File: src/core/adcdo_regs.svh
// register offsets, field positions, reset values and timing counts of the output-configuration block
// assumes: included by bare name from the core and the bench; registers are word-spaced (byte = 4 x index)
`ifndef ADCDO_REGS_SVH
`define ADCDO_REGS_SVH

`define ADCDO_IDX_IFSEL     8'h41
`define ADCDO_IDX_CTL       8'h50
`define ADCDO_IDX_CPLO      8'h51
`define ADCDO_IDX_CPHI      8'h52
`define ADCDO_IDX_CEN       8'h53
`define ADCDO_IDX_GTC       8'h55
`define ADCDO_IDX_FGAIN     8'h57
`define ADCDO_IDX_PAT       8'h62
`define ADCDO_IDX_PED       8'h63
`define ADCDO_IDX_STAT      8'h64

`define ADCDO_MASK_IFSEL    8'h80
`define ADCDO_MASK_CTL      8'h46
`define ADCDO_MASK_CPLO     8'hF8
`define ADCDO_MASK_CPHI     8'h3F
`define ADCDO_MASK_CEN      8'h40
`define ADCDO_MASK_GTC      8'hFF
`define ADCDO_MASK_FGAIN    8'h7F
`define ADCDO_MASK_PAT      8'h07
`define ADCDO_MASK_PED      8'h38

`define ADCDO_RST_REG       8'h00

`define ADCDO_BIT_LVDS      7
`define ADCDO_BIT_IND       6
`define ADCDO_BIT_OFFBIN    1
`define ADCDO_BIT_CEN       6

`define ADCDO_TC_BASE       262144
`define ADCDO_TC_MAX        4'hB
`define ADCDO_MIDCODE       13'sh0400
`define ADCDO_RAMP_DIV_LAST 3'h7
`define ADCDO_TOGGLE_WORD   11'h2AA

`endif

File: src/core/adcdo_pkg.sv
// types shared by the output-configuration block
// assumes: the register header sits beside this file
package adcdo_pkg;
  typedef logic [10:0] adcdo_word_t;
  typedef logic [7:0]  adcdo_reg_t;
  typedef enum logic [2:0]
  {
    ADCDO_PAT_NORMAL = 3'h0,
    ADCDO_PAT_ZEROS  = 3'h1,
    ADCDO_PAT_ONES   = 3'h2,
    ADCDO_PAT_TOGGLE = 3'h3,
    ADCDO_PAT_RAMP   = 3'h4,
    ADCDO_PAT_CUSTOM = 3'h5,
    ADCDO_PAT_UNUSED6 = 3'h6,
    ADCDO_PAT_UNUSED7 = 3'h7
  } adcdo_pat_t;
endpackage

File: src/core/adcdo_core.sv
// output-configuration registers and digital output path of a dual-channel 11-bit converter
// assumes: Avalon-MM master on clk; sample clock and converter words arrive from outside the clk domain
//
// Operation
// - control-select bit 0 shares settings; 1 gives channel B its own defaults.
// - format code 10 emits twos complement, code 11 offset binary.
// - low custom register keeps five low pattern bits in bits 7 to 3.
// - high custom register keeps six high pattern bits in bits 5 to 0.
// - correction enable turns loop on; both channels shared, channel A if separate.
// - four-bit coarse gain, 0.5 dB steps, 0 dB at reset up to 6 dB.
// - time-constant code sets loop period, 256k cycles doubling up to 512M.
// - seven-bit fine gain adds 20log10(1+code/1024) dB on top of coarse gain.
// - pattern 000 passes data, 001 all zeros, 010 all ones; 110, 111 unused.
// - pattern 011 alternates 01010101010 and 10101010101 each sample.
// - pattern 100 ramps 0 to 2047, one step every eighth sample.
// - pattern 101 sends the custom word instead of converter data.
// - LVDS sends 12 bits with a zero dummy bit as least significant bit.
// - LVDS even bits follow output clock rise, odd bits its fall.
// - toggle pattern changes each line at half the sample rate.
// - enabled correction pulls output toward 1024 plus pedestal.
// - pedestal is signed three bits, +3 at 011 down to -4 at 100.
// - interface bit selects parallel CMOS at 0, DDR LVDS at 1.
`timescale 1ns/1ps
`include "adcdo_regs.svh"

module adcdo_core
  import adcdo_pkg::*;
#(
  parameter int unsigned TC_BASE = `ADCDO_TC_BASE
)
(
  input  wire logic        clk,
  input  wire logic        sys_rst,
  input  wire logic [9:0]  avs_address,
  input  wire logic        avs_read,
  input  wire logic        avs_write,
  input  wire logic [31:0] avs_writedata,
  input  wire logic [3:0]  avs_byteenable,
  output logic [31:0]      avs_readdata,
  output logic             avs_waitrequest,
  input  wire logic        sample_clk,
  input  wire logic [10:0] conv_a_in,
  input  wire logic [10:0] conv_b_in,
  output logic             output_clock_pos,
  output logic [10:0]      cmos_a_out,
  output logic [10:0]      cmos_b_out,
  output logic [5:0]       lvds_a_out,
  output logic [5:0]       lvds_b_out
);

  // Q10 coarse gain factors, 10^(code*0.5/20)
  function automatic logic [11:0] adcdo_coarse(input logic [3:0] code);
    logic [11:0] f;
    f = 12'h400;
    case (code)
      4'h1: f = 12'd1085;
      4'h2: f = 12'd1149;
      4'h3: f = 12'd1217;
      4'h4: f = 12'd1289;
      4'h5: f = 12'd1366;
      4'h6: f = 12'd1446;
      4'h7: f = 12'd1532;
      4'h8: f = 12'd1623;
      4'h9: f = 12'd1719;
      4'hA: f = 12'd1821;
      4'hB: f = 12'd1929;
      4'hC: f = 12'd2043;
      default: f = 12'h400;
    endcase
    return f;
  endfunction

  // signed sample around mid-scale, scaled and saturated back to offset binary
  function automatic adcdo_word_t adcdo_gain(input logic signed [12:0] s, input logic [3:0] cg,
                                             input logic [6:0] fg);
    logic signed [37:0] p;
    logic signed [37:0] q;
    logic        [11:0] fm;
    fm = 12'h400 + {5'h00, fg};
    p  = 38'(s) * 38'($signed({1'b0, adcdo_coarse(cg)})) * 38'($signed({1'b0, fm}));
    q  = p >>> 20;
    if (q > 38'sd1023)
      return 11'h7FF;
    else if (q < -38'sd1024)
      return 11'h000;
    else
      return 11'(q + 38'sd1024);
  endfunction

  // registers
  adcdo_reg_t ifsel_q, ctl_q, cplo_q, cphi_q, cen_q, gtc_q, fgain_q, pat_q, ped_q;
  logic        ack_q;
  logic [31:0] rdata_q;
  logic [7:0]  idx;
  logic        req;
  logic        wr_lane;

  assign idx             = avs_address[9:2];
  assign req             = avs_read | avs_write;
  assign wr_lane         = avs_write & ack_q & avs_byteenable[0];
  assign avs_waitrequest = req & ~ack_q;
  assign avs_readdata    = rdata_q;

  // one wait state: data is fetched on the first edge, taken on the second
  always_ff @(posedge clk)
  begin
    if (sys_rst)
      ack_q <= 1'b0;
    else
      ack_q <= req & ~ack_q;
  end

  // reserved bits are masked off, so stray ones read back as zero
  always_ff @(posedge clk)
  begin
    if (sys_rst)
    begin
      ifsel_q <= `ADCDO_RST_REG;
      ctl_q   <= `ADCDO_RST_REG;
      cplo_q  <= `ADCDO_RST_REG;
      cphi_q  <= `ADCDO_RST_REG;
      cen_q   <= `ADCDO_RST_REG;
      gtc_q   <= `ADCDO_RST_REG;
      fgain_q <= `ADCDO_RST_REG;
      pat_q   <= `ADCDO_RST_REG;
      ped_q   <= `ADCDO_RST_REG;
    end
    else if (wr_lane)
    begin
      case (idx)
        `ADCDO_IDX_IFSEL: ifsel_q <= avs_writedata[7:0] & `ADCDO_MASK_IFSEL;
        `ADCDO_IDX_CTL:   ctl_q   <= avs_writedata[7:0] & `ADCDO_MASK_CTL;
        `ADCDO_IDX_CPLO:  cplo_q  <= avs_writedata[7:0] & `ADCDO_MASK_CPLO;
        `ADCDO_IDX_CPHI:  cphi_q  <= avs_writedata[7:0] & `ADCDO_MASK_CPHI;
        `ADCDO_IDX_CEN:   cen_q   <= avs_writedata[7:0] & `ADCDO_MASK_CEN;
        `ADCDO_IDX_GTC:   gtc_q   <= avs_writedata[7:0] & `ADCDO_MASK_GTC;
        `ADCDO_IDX_FGAIN: fgain_q <= avs_writedata[7:0] & `ADCDO_MASK_FGAIN;
        `ADCDO_IDX_PAT:   pat_q   <= avs_writedata[7:0] & `ADCDO_MASK_PAT;
        `ADCDO_IDX_PED:   ped_q   <= avs_writedata[7:0] & `ADCDO_MASK_PED;
        default:          ;
      endcase
    end
  end

  logic signed [10:0] off_q [2];

  always_ff @(posedge clk)
  begin
    if (sys_rst)
      rdata_q <= 32'h0000_0000;
    else if (avs_read & ~ack_q)
    begin
      case (idx)
        `ADCDO_IDX_IFSEL: rdata_q <= {24'h000000, ifsel_q};
        `ADCDO_IDX_CTL:   rdata_q <= {24'h000000, ctl_q};
        `ADCDO_IDX_CPLO:  rdata_q <= {24'h000000, cplo_q};
        `ADCDO_IDX_CPHI:  rdata_q <= {24'h000000, cphi_q};
        `ADCDO_IDX_CEN:   rdata_q <= {24'h000000, cen_q};
        `ADCDO_IDX_GTC:   rdata_q <= {24'h000000, gtc_q};
        `ADCDO_IDX_FGAIN: rdata_q <= {24'h000000, fgain_q};
        `ADCDO_IDX_PAT:   rdata_q <= {24'h000000, pat_q};
        `ADCDO_IDX_PED:   rdata_q <= {24'h000000, ped_q};
        `ADCDO_IDX_STAT:  rdata_q <= {21'h0, off_q[0]};
        default:          rdata_q <= 32'h0000_0000;
      endcase
    end
  end

  // sample clock and converter words cross in through two flops each
  logic       sclk_s1_q, sclk_s2_q, sclk_s3_q;
  logic [1:0][10:0] conv_s1_q, conv_s2_q;
  logic       s_rise, s_fall;

  always_ff @(posedge clk)
  begin
    if (sys_rst)
    begin
      sclk_s1_q <= 1'b0;
      sclk_s2_q <= 1'b0;
      sclk_s3_q <= 1'b0;
      conv_s1_q <= '0;
      conv_s2_q <= '0;
    end
    else
    begin
      sclk_s1_q <= sample_clk;
      sclk_s2_q <= sclk_s1_q;
      sclk_s3_q <= sclk_s2_q;
      conv_s1_q <= {conv_b_in, conv_a_in};
      conv_s2_q <= conv_s1_q;
    end
  end

  assign s_rise = sclk_s2_q & ~sclk_s3_q;
  assign s_fall = ~sclk_s2_q & sclk_s3_q;

  // per-channel settings; channel B falls back to defaults under separate control
  logic              ind, lvds_mode;
  adcdo_pat_t        pat_ch [2];
  logic              cen_ch [2];
  logic signed [2:0] ped_ch [2];
  logic [3:0]        cg_ch  [2];
  logic [6:0]        fg_ch  [2];
  logic [3:0]        tc_ch  [2];

  assign ind       = ctl_q[`ADCDO_BIT_IND];
  assign lvds_mode = ifsel_q[`ADCDO_BIT_LVDS];

  always_comb
  begin
    pat_ch[0] = adcdo_pat_t'(pat_q[2:0]);
    cen_ch[0] = cen_q[`ADCDO_BIT_CEN];
    ped_ch[0] = $signed(ped_q[5:3]);
    cg_ch[0]  = gtc_q[7:4];
    fg_ch[0]  = fgain_q[6:0];
    tc_ch[0]  = (gtc_q[3:0] > `ADCDO_TC_MAX) ? `ADCDO_TC_MAX : gtc_q[3:0];
    pat_ch[1] = ind ? ADCDO_PAT_NORMAL : pat_ch[0];
    cen_ch[1] = ind ? 1'b0 : cen_ch[0];
    ped_ch[1] = ind ? 3'sh0 : ped_ch[0];
    cg_ch[1]  = ind ? 4'h0 : cg_ch[0];
    fg_ch[1]  = ind ? 7'h00 : fg_ch[0];
    tc_ch[1]  = tc_ch[0];
  end

  // pattern sources, stepped once per sample; the ramp moves once every eighth sample
  logic        tog_q;
  logic [10:0] ramp_q;
  logic [2:0]  rdiv_q;

  always_ff @(posedge clk)
  begin
    if (sys_rst)
    begin
      tog_q  <= 1'b0;
      ramp_q <= 11'h000;
      rdiv_q <= 3'h0;
    end
    else if (s_rise)
    begin
      tog_q  <= ~tog_q;
      rdiv_q <= rdiv_q + 3'h1;
      if (rdiv_q == `ADCDO_RAMP_DIV_LAST)
        ramp_q <= ramp_q + 11'h001;
    end
  end

  // correction loop: integrate error for one period, then nudge offset one LSB
  logic signed [12:0] corr   [2];
  logic signed [12:0] err    [2];
  logic signed [42:0] acc_q  [2];
  logic        [29:0] cnt_q  [2];
  logic        [29:0] period [2];

  always_comb
  begin
    for (int c = 0; c < 2; c++)
    begin
      corr[c]   = $signed({2'b00, conv_s2_q[c]}) - 13'(off_q[c]);
      err[c]    = corr[c] - (`ADCDO_MIDCODE + 13'(ped_ch[c]));
      period[c] = 30'(TC_BASE) << tc_ch[c];
    end
  end

  always_ff @(posedge clk)
  begin
    for (int c = 0; c < 2; c++)
    begin
      if (sys_rst || !cen_ch[c])
      begin
        off_q[c] <= 11'sh000;
        acc_q[c] <= 43'sh0;
        cnt_q[c] <= 30'h0;
      end
      else if (s_rise)
      begin
        if (cnt_q[c] >= period[c] - 30'h1)
        begin
          cnt_q[c] <= 30'h0;
          acc_q[c] <= 43'sh0;
          if (acc_q[c] > 43'sh0 && off_q[c] != 11'sh3FF)
            off_q[c] <= off_q[c] + 11'sh001;
          else if (acc_q[c] < 43'sh0 && off_q[c] != -11'sh400)
            off_q[c] <= off_q[c] - 11'sh001;
        end
        else
        begin
          cnt_q[c] <= cnt_q[c] + 30'h1;
          acc_q[c] <= acc_q[c] + 43'(err[c]);
        end
      end
    end
  end

  // next 12-bit word: 11 data bits over a dummy bit that is always zero
  logic [11:0] word_d [2];
  logic [11:0] word_q [2];
  adcdo_word_t data   [2], gain_w [2];

  always_comb
  begin
    for (int c = 0; c < 2; c++)
    begin
      gain_w[c] = adcdo_gain(corr[c] - `ADCDO_MIDCODE, cg_ch[c], fg_ch[c]);
      data[c]   = gain_w[c];
      if (!ctl_q[`ADCDO_BIT_OFFBIN])
        data[c] = data[c] ^ 11'h400;
      unique case (pat_ch[c])
        ADCDO_PAT_NORMAL: word_d[c] = {data[c], 1'b0};
        ADCDO_PAT_ZEROS:  word_d[c] = 12'h000;
        ADCDO_PAT_ONES:   word_d[c] = {11'h7FF, 1'b0};
        ADCDO_PAT_TOGGLE: word_d[c] = {tog_q ? ~`ADCDO_TOGGLE_WORD : `ADCDO_TOGGLE_WORD, 1'b0};
        ADCDO_PAT_RAMP:   word_d[c] = {ramp_q, 1'b0};
        ADCDO_PAT_CUSTOM: word_d[c] = {cphi_q[5:0], cplo_q[7:3], 1'b0};
        default:          word_d[c] = {data[c], 1'b0};
      endcase
    end
  end

  always_ff @(posedge clk)
  begin
    for (int c = 0; c < 2; c++)
    begin
      if (sys_rst)
        word_q[c] <= 12'h000;
      else if (s_rise)
        word_q[c] <= word_d[c];
    end
  end

  // output stage; the regenerated output clock is one clk behind the sampled edge, as is the data
  function automatic logic [5:0] adcdo_lanes(input logic [11:0] w, input logic odd);
    logic [5:0] l;
    for (int i = 0; i < 6; i++)
      l[i] = w[2 * i + int'(odd)];
    return l;
  endfunction

  logic       oclk_q;
  logic [5:0] lv_q [2];
  logic [10:0] cm_q [2];

  always_ff @(posedge clk)
  begin
    if (sys_rst)
      oclk_q <= 1'b0;
    else
      oclk_q <= sclk_s2_q;
  end

  always_ff @(posedge clk)
  begin
    for (int c = 0; c < 2; c++)
    begin
      if (sys_rst)
      begin
        lv_q[c] <= 6'h00;
        cm_q[c] <= 11'h000;
      end
      else if (lvds_mode)
      begin
        cm_q[c] <= 11'h000;
        if (s_rise)
          lv_q[c] <= adcdo_lanes(word_d[c], 1'b0);
        else if (s_fall)
          lv_q[c] <= adcdo_lanes(word_q[c], 1'b1);
      end
      else
      begin
        lv_q[c] <= 6'h00;
        if (s_rise)
          cm_q[c] <= word_d[c][11:1];
      end
    end
  end

  assign output_clock_pos = oclk_q;
  assign cmos_a_out       = cm_q[0];
  assign cmos_b_out       = cm_q[1];
  assign lvds_a_out       = lv_q[0];
  assign lvds_b_out       = lv_q[1];
endmodule

File: config.mk
export PLATFORM = sky130hd
export DESIGN_NAME = adcdo_core
export DESIGN_NICKNAME = d
export VERILOG_FILES = /design/src/core/adcdo_pkg.sv /design/src/core/adcdo_core.sv
export VERILOG_INCLUDE_DIRS = /design/src /design/src/core
export SDC_FILE = /design/constraint.sdc
export NUM_CORES = 2
export LEC_CHECK = 0
export BUFFER_PORTS_ARGS = -buffer_cell sky130_fd_sc_hd__buf_2
export CORE_ASPECT_RATIO = 0.6
export CORE_MARGIN = 2
export CORE_UTILIZATION = 35
export DETAILED_ROUTE_END_ITERATION = 16
export GPL_TIMING_DRIVEN = 0
export SETUP_SLACK_MARGIN = 0.2
export SYNTH_ARGS = -nofsm -noshare
export SYNTH_HDL_FRONTEND = slang
export SYNTH_SLANG_ARGS = --single-unit
export TNS_END_PERCENT = 5
File: constraint.sdc
create_clock -name clk -period 33.5 [get_ports clk]
set_clock_uncertainty 0.05 [all_clocks]
set_input_delay 5.025 -clock clk [delete_from_list [all_inputs] [get_ports clk]]
set_output_delay 5.025 -clock clk [all_outputs]
set_load 0.05 [all_outputs]
* Yosys cells after proc, flatten, opt, wreduce, memory -nomap -nowiden *
Memories as Yosys holds them, arrays and structs flattened. A register that Yosys moved wholly into a read port is not among the register bits.
Index checks and enable logic that the tools add are counted.

cells by class
  shift-type cells = 1
  equality and inequality tests = 25
  bitwise gates (word level) = 37
  multiplexer cells = 106
  $mul = 4
  add/subtract/negate cells = 23
  reductions and logical operators = 18
  order comparisons = 11
  divide/modulo/power cells = 0

operators by type and width
  kind                                                                                number
  43-bit two-way mux                                                                  4
  11-bit two-way mux                                                                  15
  30-bit two-way mux                                                                  4
  12-bit one-hot mux with 5 select lines                                              2
  11-bit one-hot mux with 10 select lines                                             1
  43-bit by 13-bit adder with 43-bit output                                           2
  43-bit by 1-bit greater-than comparator with 1-bit output (second input constant)   2
  43-bit by 1-bit less-than comparator with 1-bit output (second input constant)      2
  8-bit by 7-bit == test with 1-bit output (second input constant)                    10
  26-bit by 13-bit multiplier with 38-bit output                                      2
  1-bit two-way mux                                                                   65
  30-bit by 1-bit adder with 30-bit output (second input constant)                    2
  30-bit >= comparator                                                                2
  13-bit by 13-bit multiplier with 26-bit output                                      2
  11-bit != test (second input constant)                                              4
  18-bit by 11-bit greater-than comparator with 1-bit output (second input constant)  2
  18-bit by 11-bit less-than comparator with 1-bit output (second input constant)     2
  6-bit two-way mux                                                                   6
  19-bit by 4-bit << shifter with 30-bit output (first input constant)                1
  30-bit by 1-bit subtractor with 30-bit output (second input constant)               1
  12-bit by 3-bit adder with 13-bit output (first input constant)                     2
  12-bit by 11-bit subtractor with 13-bit output                                      2
  13-bit by 12-bit subtractor with 13-bit output (second input constant)              2
  13-bit subtractor                                                                   2
  other kinds (21)                                                                    86

word-level totals
  input port bits = 73
  logic and storage cells = 254
  flip-flop bits (word level) = 132
  bits in latches = 0
  memories kept = 8
  bits in read-only memories = 320
  bits in writable memories = 226

memory list
  name              depth  bits a word  read ports  clocked after memory_dff  write ports  line               RTL
  (name not given)  16     10           1           1                         0            adcdo_core.sv:55   case (code)
  (name not given)  16     10           1           0                         0            adcdo_core.sv:55
  acc_q             2      43           2           0                         2            adcdo_core.sv:250  logic signed [42:0] acc_q [2];
  cnt_q             2      30           2           0                         2            adcdo_core.sv:251  logic [29:0] cnt_q [2];
  word_q            2      12           2           0                         2            adcdo_core.sv:296  logic [11:0] word_q [2];
  cm_q              2      11           2           0                         2            adcdo_core.sv:340  logic [10:0] cm_q [2];
  2 more memories   --     --           --          --                        --           --

* Logic depth before layout (Yosys ltp) *
An unclocked memory read counts as a cell.

  depth in word-level cells = 14
  gate-level depth with buffers = 59
  gate-level depth less buffers = 57

* Least setup slack after synthesis *
No wires, ideal clock.

  path kind = reg2reg
  start point = memory off_q[1][1]
  end point = memory lv_q[1][5] (data pin)
  arrival = 13670 ps
  setup slack = 19523 ps
  period minus slack after synthesis = 13977 ps
  buffers on the path = 2
  cell stages (with the launch flop) = 54
  cell sequence = edfxtp_1 -> inv_1 -> ha_1 -> nor2b_1 -> o21ai_0 -> a21boi_0 -> o21ai_0 -> nand2b_1 -> a21o_1 -> a21o_1 -> a21o_1 -> a21o_1 -> a31oi_1 -> xnor2_1 -> ha_1 -> xor2_1 -> nor2_1 -> fa_1 -> [... 18 more ...] -> fa_1 -> fa_1 -> inv_1 -> fa_1 -> fa_1 -> fa_1 -> inv_1 -> ha_1 -> clkbuf_1 -> nand3_1 -> a211o_1 -> nand2_1 -> a21boi_1 -> a21oi_1 -> xnor2_1 -> o41ai_4 -> a31o_1 -> a32o_1

RTL lines
  element          line               RTL
  start, declared  adcdo_core.sv:145  logic signed [10:0] off_q [2];
  end, declared    adcdo_core.sv:339  logic [5:0] lv_q [2];

==> results by group <==
Place
  – Placed cell area: 51800 sq um
  – Post-DP HPWL: 110000 um
  – Pre-CTS WS: 16.75 ns
  – Port Buf Inserts: 89
  – Placed insts: 7631
  – Placer Congestion: 0.924

Critical path
  – Top delay family on crit path: adder cells
  – CP required: 33.79 ns
  – R2R Path Start: off_q[1][0]
  – Crit-path slowest cell: fa_1
  – Critical path type: register to register
  – R2r setup slk: 16.59 ns
  – Setup crit end kind: register
  – CP max FO: 10
  – Levels on crit path: 51
  – Crit start category: register
  – Worst r2r dst: lv_q[1][2]
  – WP data arrival: 17.20 ns
  – Max stage delay on crit path: 0.74 ns
  – Crit-path most repeated cell: fa_1
  – Worst Reg2Reg Path Length in Cells: 51
  – Crit path buf inv count: 9

Synth
  – Async SR Flop Fraction: 0%
  – Number of flops mapped to enable cells by yosys: 214
  – Synthesis warning total: 0
  – #FFs+latches synth: 335
  – Yosys top cell by area: fa_1
  – Syn Inst Count: 5679
  – Post-synth top area share: 24.2%
  – Sequential area share after synthesis: 18.1%
  – Count leader, synth: inv_1
  – Synth cell count leaders: 1090 x inv_1, 664 x nand2_1, 590 x fa_1, 538 x ha_1, 425 x nor2_1
  – Netlist cell types: 111
  – Synth top area cells: fa_1 24%, ha_1 14%, edfxtp_1 13%, inv_1 8.4%, nand2_1 5.1%
  – Synthesized area per cell: 8.61 sq um
  – Synthesized area: 48900 sq um
  – Main synth FF type: edfxtp_1

Die
  – Vert. Die Dim: 293 um
  – Rows: 106
  – Core area: 139000 sq um
  – Initial Utilization: 35.2%
  – Chip width: 486 um
  – Die Area: 143000 sq um
  – Ports: 141

CTS
  – CTS max path bufs: 3
  – Post-cts sizing count: 0
  – Post-CTS setup buffer count: 0
  – H-tree levels: 2
  – Clock Latency Late Sink: 0.62 ns
  – CTS tree: yes
  – CTS Buf Count: 39
  – Post-CTS Hold Fix Bufs: 0
  – Root Buffer: clkbuf_16
  – Clock slew at reported path FFs: 0.09 ns
  – CTS Sinks: 335

Pwr
  – Tot Pwr: 0.00146 W
  – Worst IR drop on VDD: 34.3 uV
  – Total leakage power: 26.3 nW
  – PwrDens: 27.3 nW/um^2

Min path
  – Hold EP: conv_s2_q[15]
  – Hold Path Depth: 1
  – Hold_sp: conv_s1_q[15]
  – Hold Crit Class: register to register

Layout
  – Post-route non-filler standard cell count: 7710
  – P&R area growth vs syn: 8.92%
  – Layout Nets: 7037
  – Share of layout cells above drive strength 1: 4.48%
  – Final instance area: 53200 sq um

Route
  – Antenna Violating Nets Remaining: 0
  – Drt first pass iters: 5
  – Routed length per instance: 17.1 um
  – First DRT Iteration DRCs: 3074
  – Vias: 38.9k
  – Final wirelength: 132000 um
  – DRC errors left: 0
  – Vias per cell: 5.05

Global routing
  – Largest net degree at the start of global routing: 66
  – Vias in the first global route: 38.8k
  – GRT Total Usage: 18.7%
  – Antenna violations before repair: 14
  – First-pass GRT wire length: 214000 um
  – Remaining global-route overflow: 0

Timing
  – Final Hold Fails: 0
  – Slew Viols, Final: 0
  – Unrepaired setup endpoints after global routing: false
  – Final setup TNS: 0 ns
  – Final Cycle Share: 50.5%
  – Number of setup violations in the final report: 0
  – Max-slew headroom: 13.2%
  – Setup ws final: 16.59 ns
  – Fmax: 0.0591 GHz
  – Worst-Margin Slew: 1.29 ns
  – Fin crit period: 16.91 ns

Outcome
  – Outcome: complete, no violations

Flow run
  – Maximum Capacitance Violations: 0
registers in the layout (all words and copies together) (netlist names), 3 cells and up, named ones only:
name and count:
conv_s2_q 22, off_q 22, rdiv_q 3, ped_q 3
ctl_q 3, conv_s1_q 22, cm_q 22, ramp_q 11
pat_q 3, cnt_q 60, acc_q 86, lv_q 12
avs_readdata 11, gtc_q 8, word_q 12, cplo_q 5
fgain_q 7, cphi_q 6
cells by family after synthesis:
group,count (synthesis),synth area share (%)
other,2,0.0154
DFF,335,18.1
xor gates and xnor gates,272,4.87
buffers and inverters,1273,10.0
muxes,28,0.655
AOI/OAI and AO/OA,838,11.1
adders and majority gates,1128,37.9
and+or+nand+nor,1803,17.3
metrics by stage:
stage	util, %	hold slack, ns
4_1_cts	38.3	0.375
3_5_place_dp	37.3	0.389
2_1_floorplan	-	0.364
3_3_place_gp	37.2	0.378
6_report	38.3	0.372
5_1_grt	38.3	0.385
worst max path at each step:
| stage | startpoint | to | slack, ns |
|---|---|---|---|
| after floorplan | off_q[1][1] | lv_q[1][5] | 19.52 |
| after global placement | off_q[1][0] | lv_q[1][2] | 16.91 |
| after detailed placement | off_q[1][0] | lv_q[1][2] | 16.75 |
| after CTS | off_q[1][0] | lv_q[1][2] | 16.68 |
| after global routing | off_q[1][0] | lv_q[1][2] | 15.32 |
| final | off_q[1][0] | lv_q[1][2] | 16.59 |
routing by layer:
metal	track usage (%)	part of all wire, %
met3	3.25	7.8
met2	27.3	41
met5	0	0
met4	3.17	1.5
met1	28.8	50
cell usage in the layout (no fill, tap or decap), types with 57 or more instances in the layout:
master	count
inv_1	1090
nand2_1	663
fa_1	590
ha_1	538
nor2_1	425
a21oi_1	286
edfxtp_1	214
xnor2_1	166
clkbuf_1	153
and2_1	153
o21ai_0	130
a21o_1	122
dfxtp_1	121
nand3_1	117
xor2_1	104
nor2b_1	96
buf_2	93
nor3_1	60
and3_1	57
final cells by class:
type,count,area [sq um]
Antenna cell,7,17.5
Buffer,182,816
Clock buffer,48,1030
Clock inverter,24,340
Fill cell,14116,85800
Inverter,1091,4100
Multi-Input combinational cell,4092,35200
Sequential cell,335,8850
Tap cell,1836,2300
Timing Repair Buffer,95,549
power by group:
part           internal, W  switching, W
combinational     0.000195      0.000349
sequential        0.000441    0.00000245
clock             0.000270      0.000198
total             0.000906      0.000550
Power figures use the tool's default switching activity.
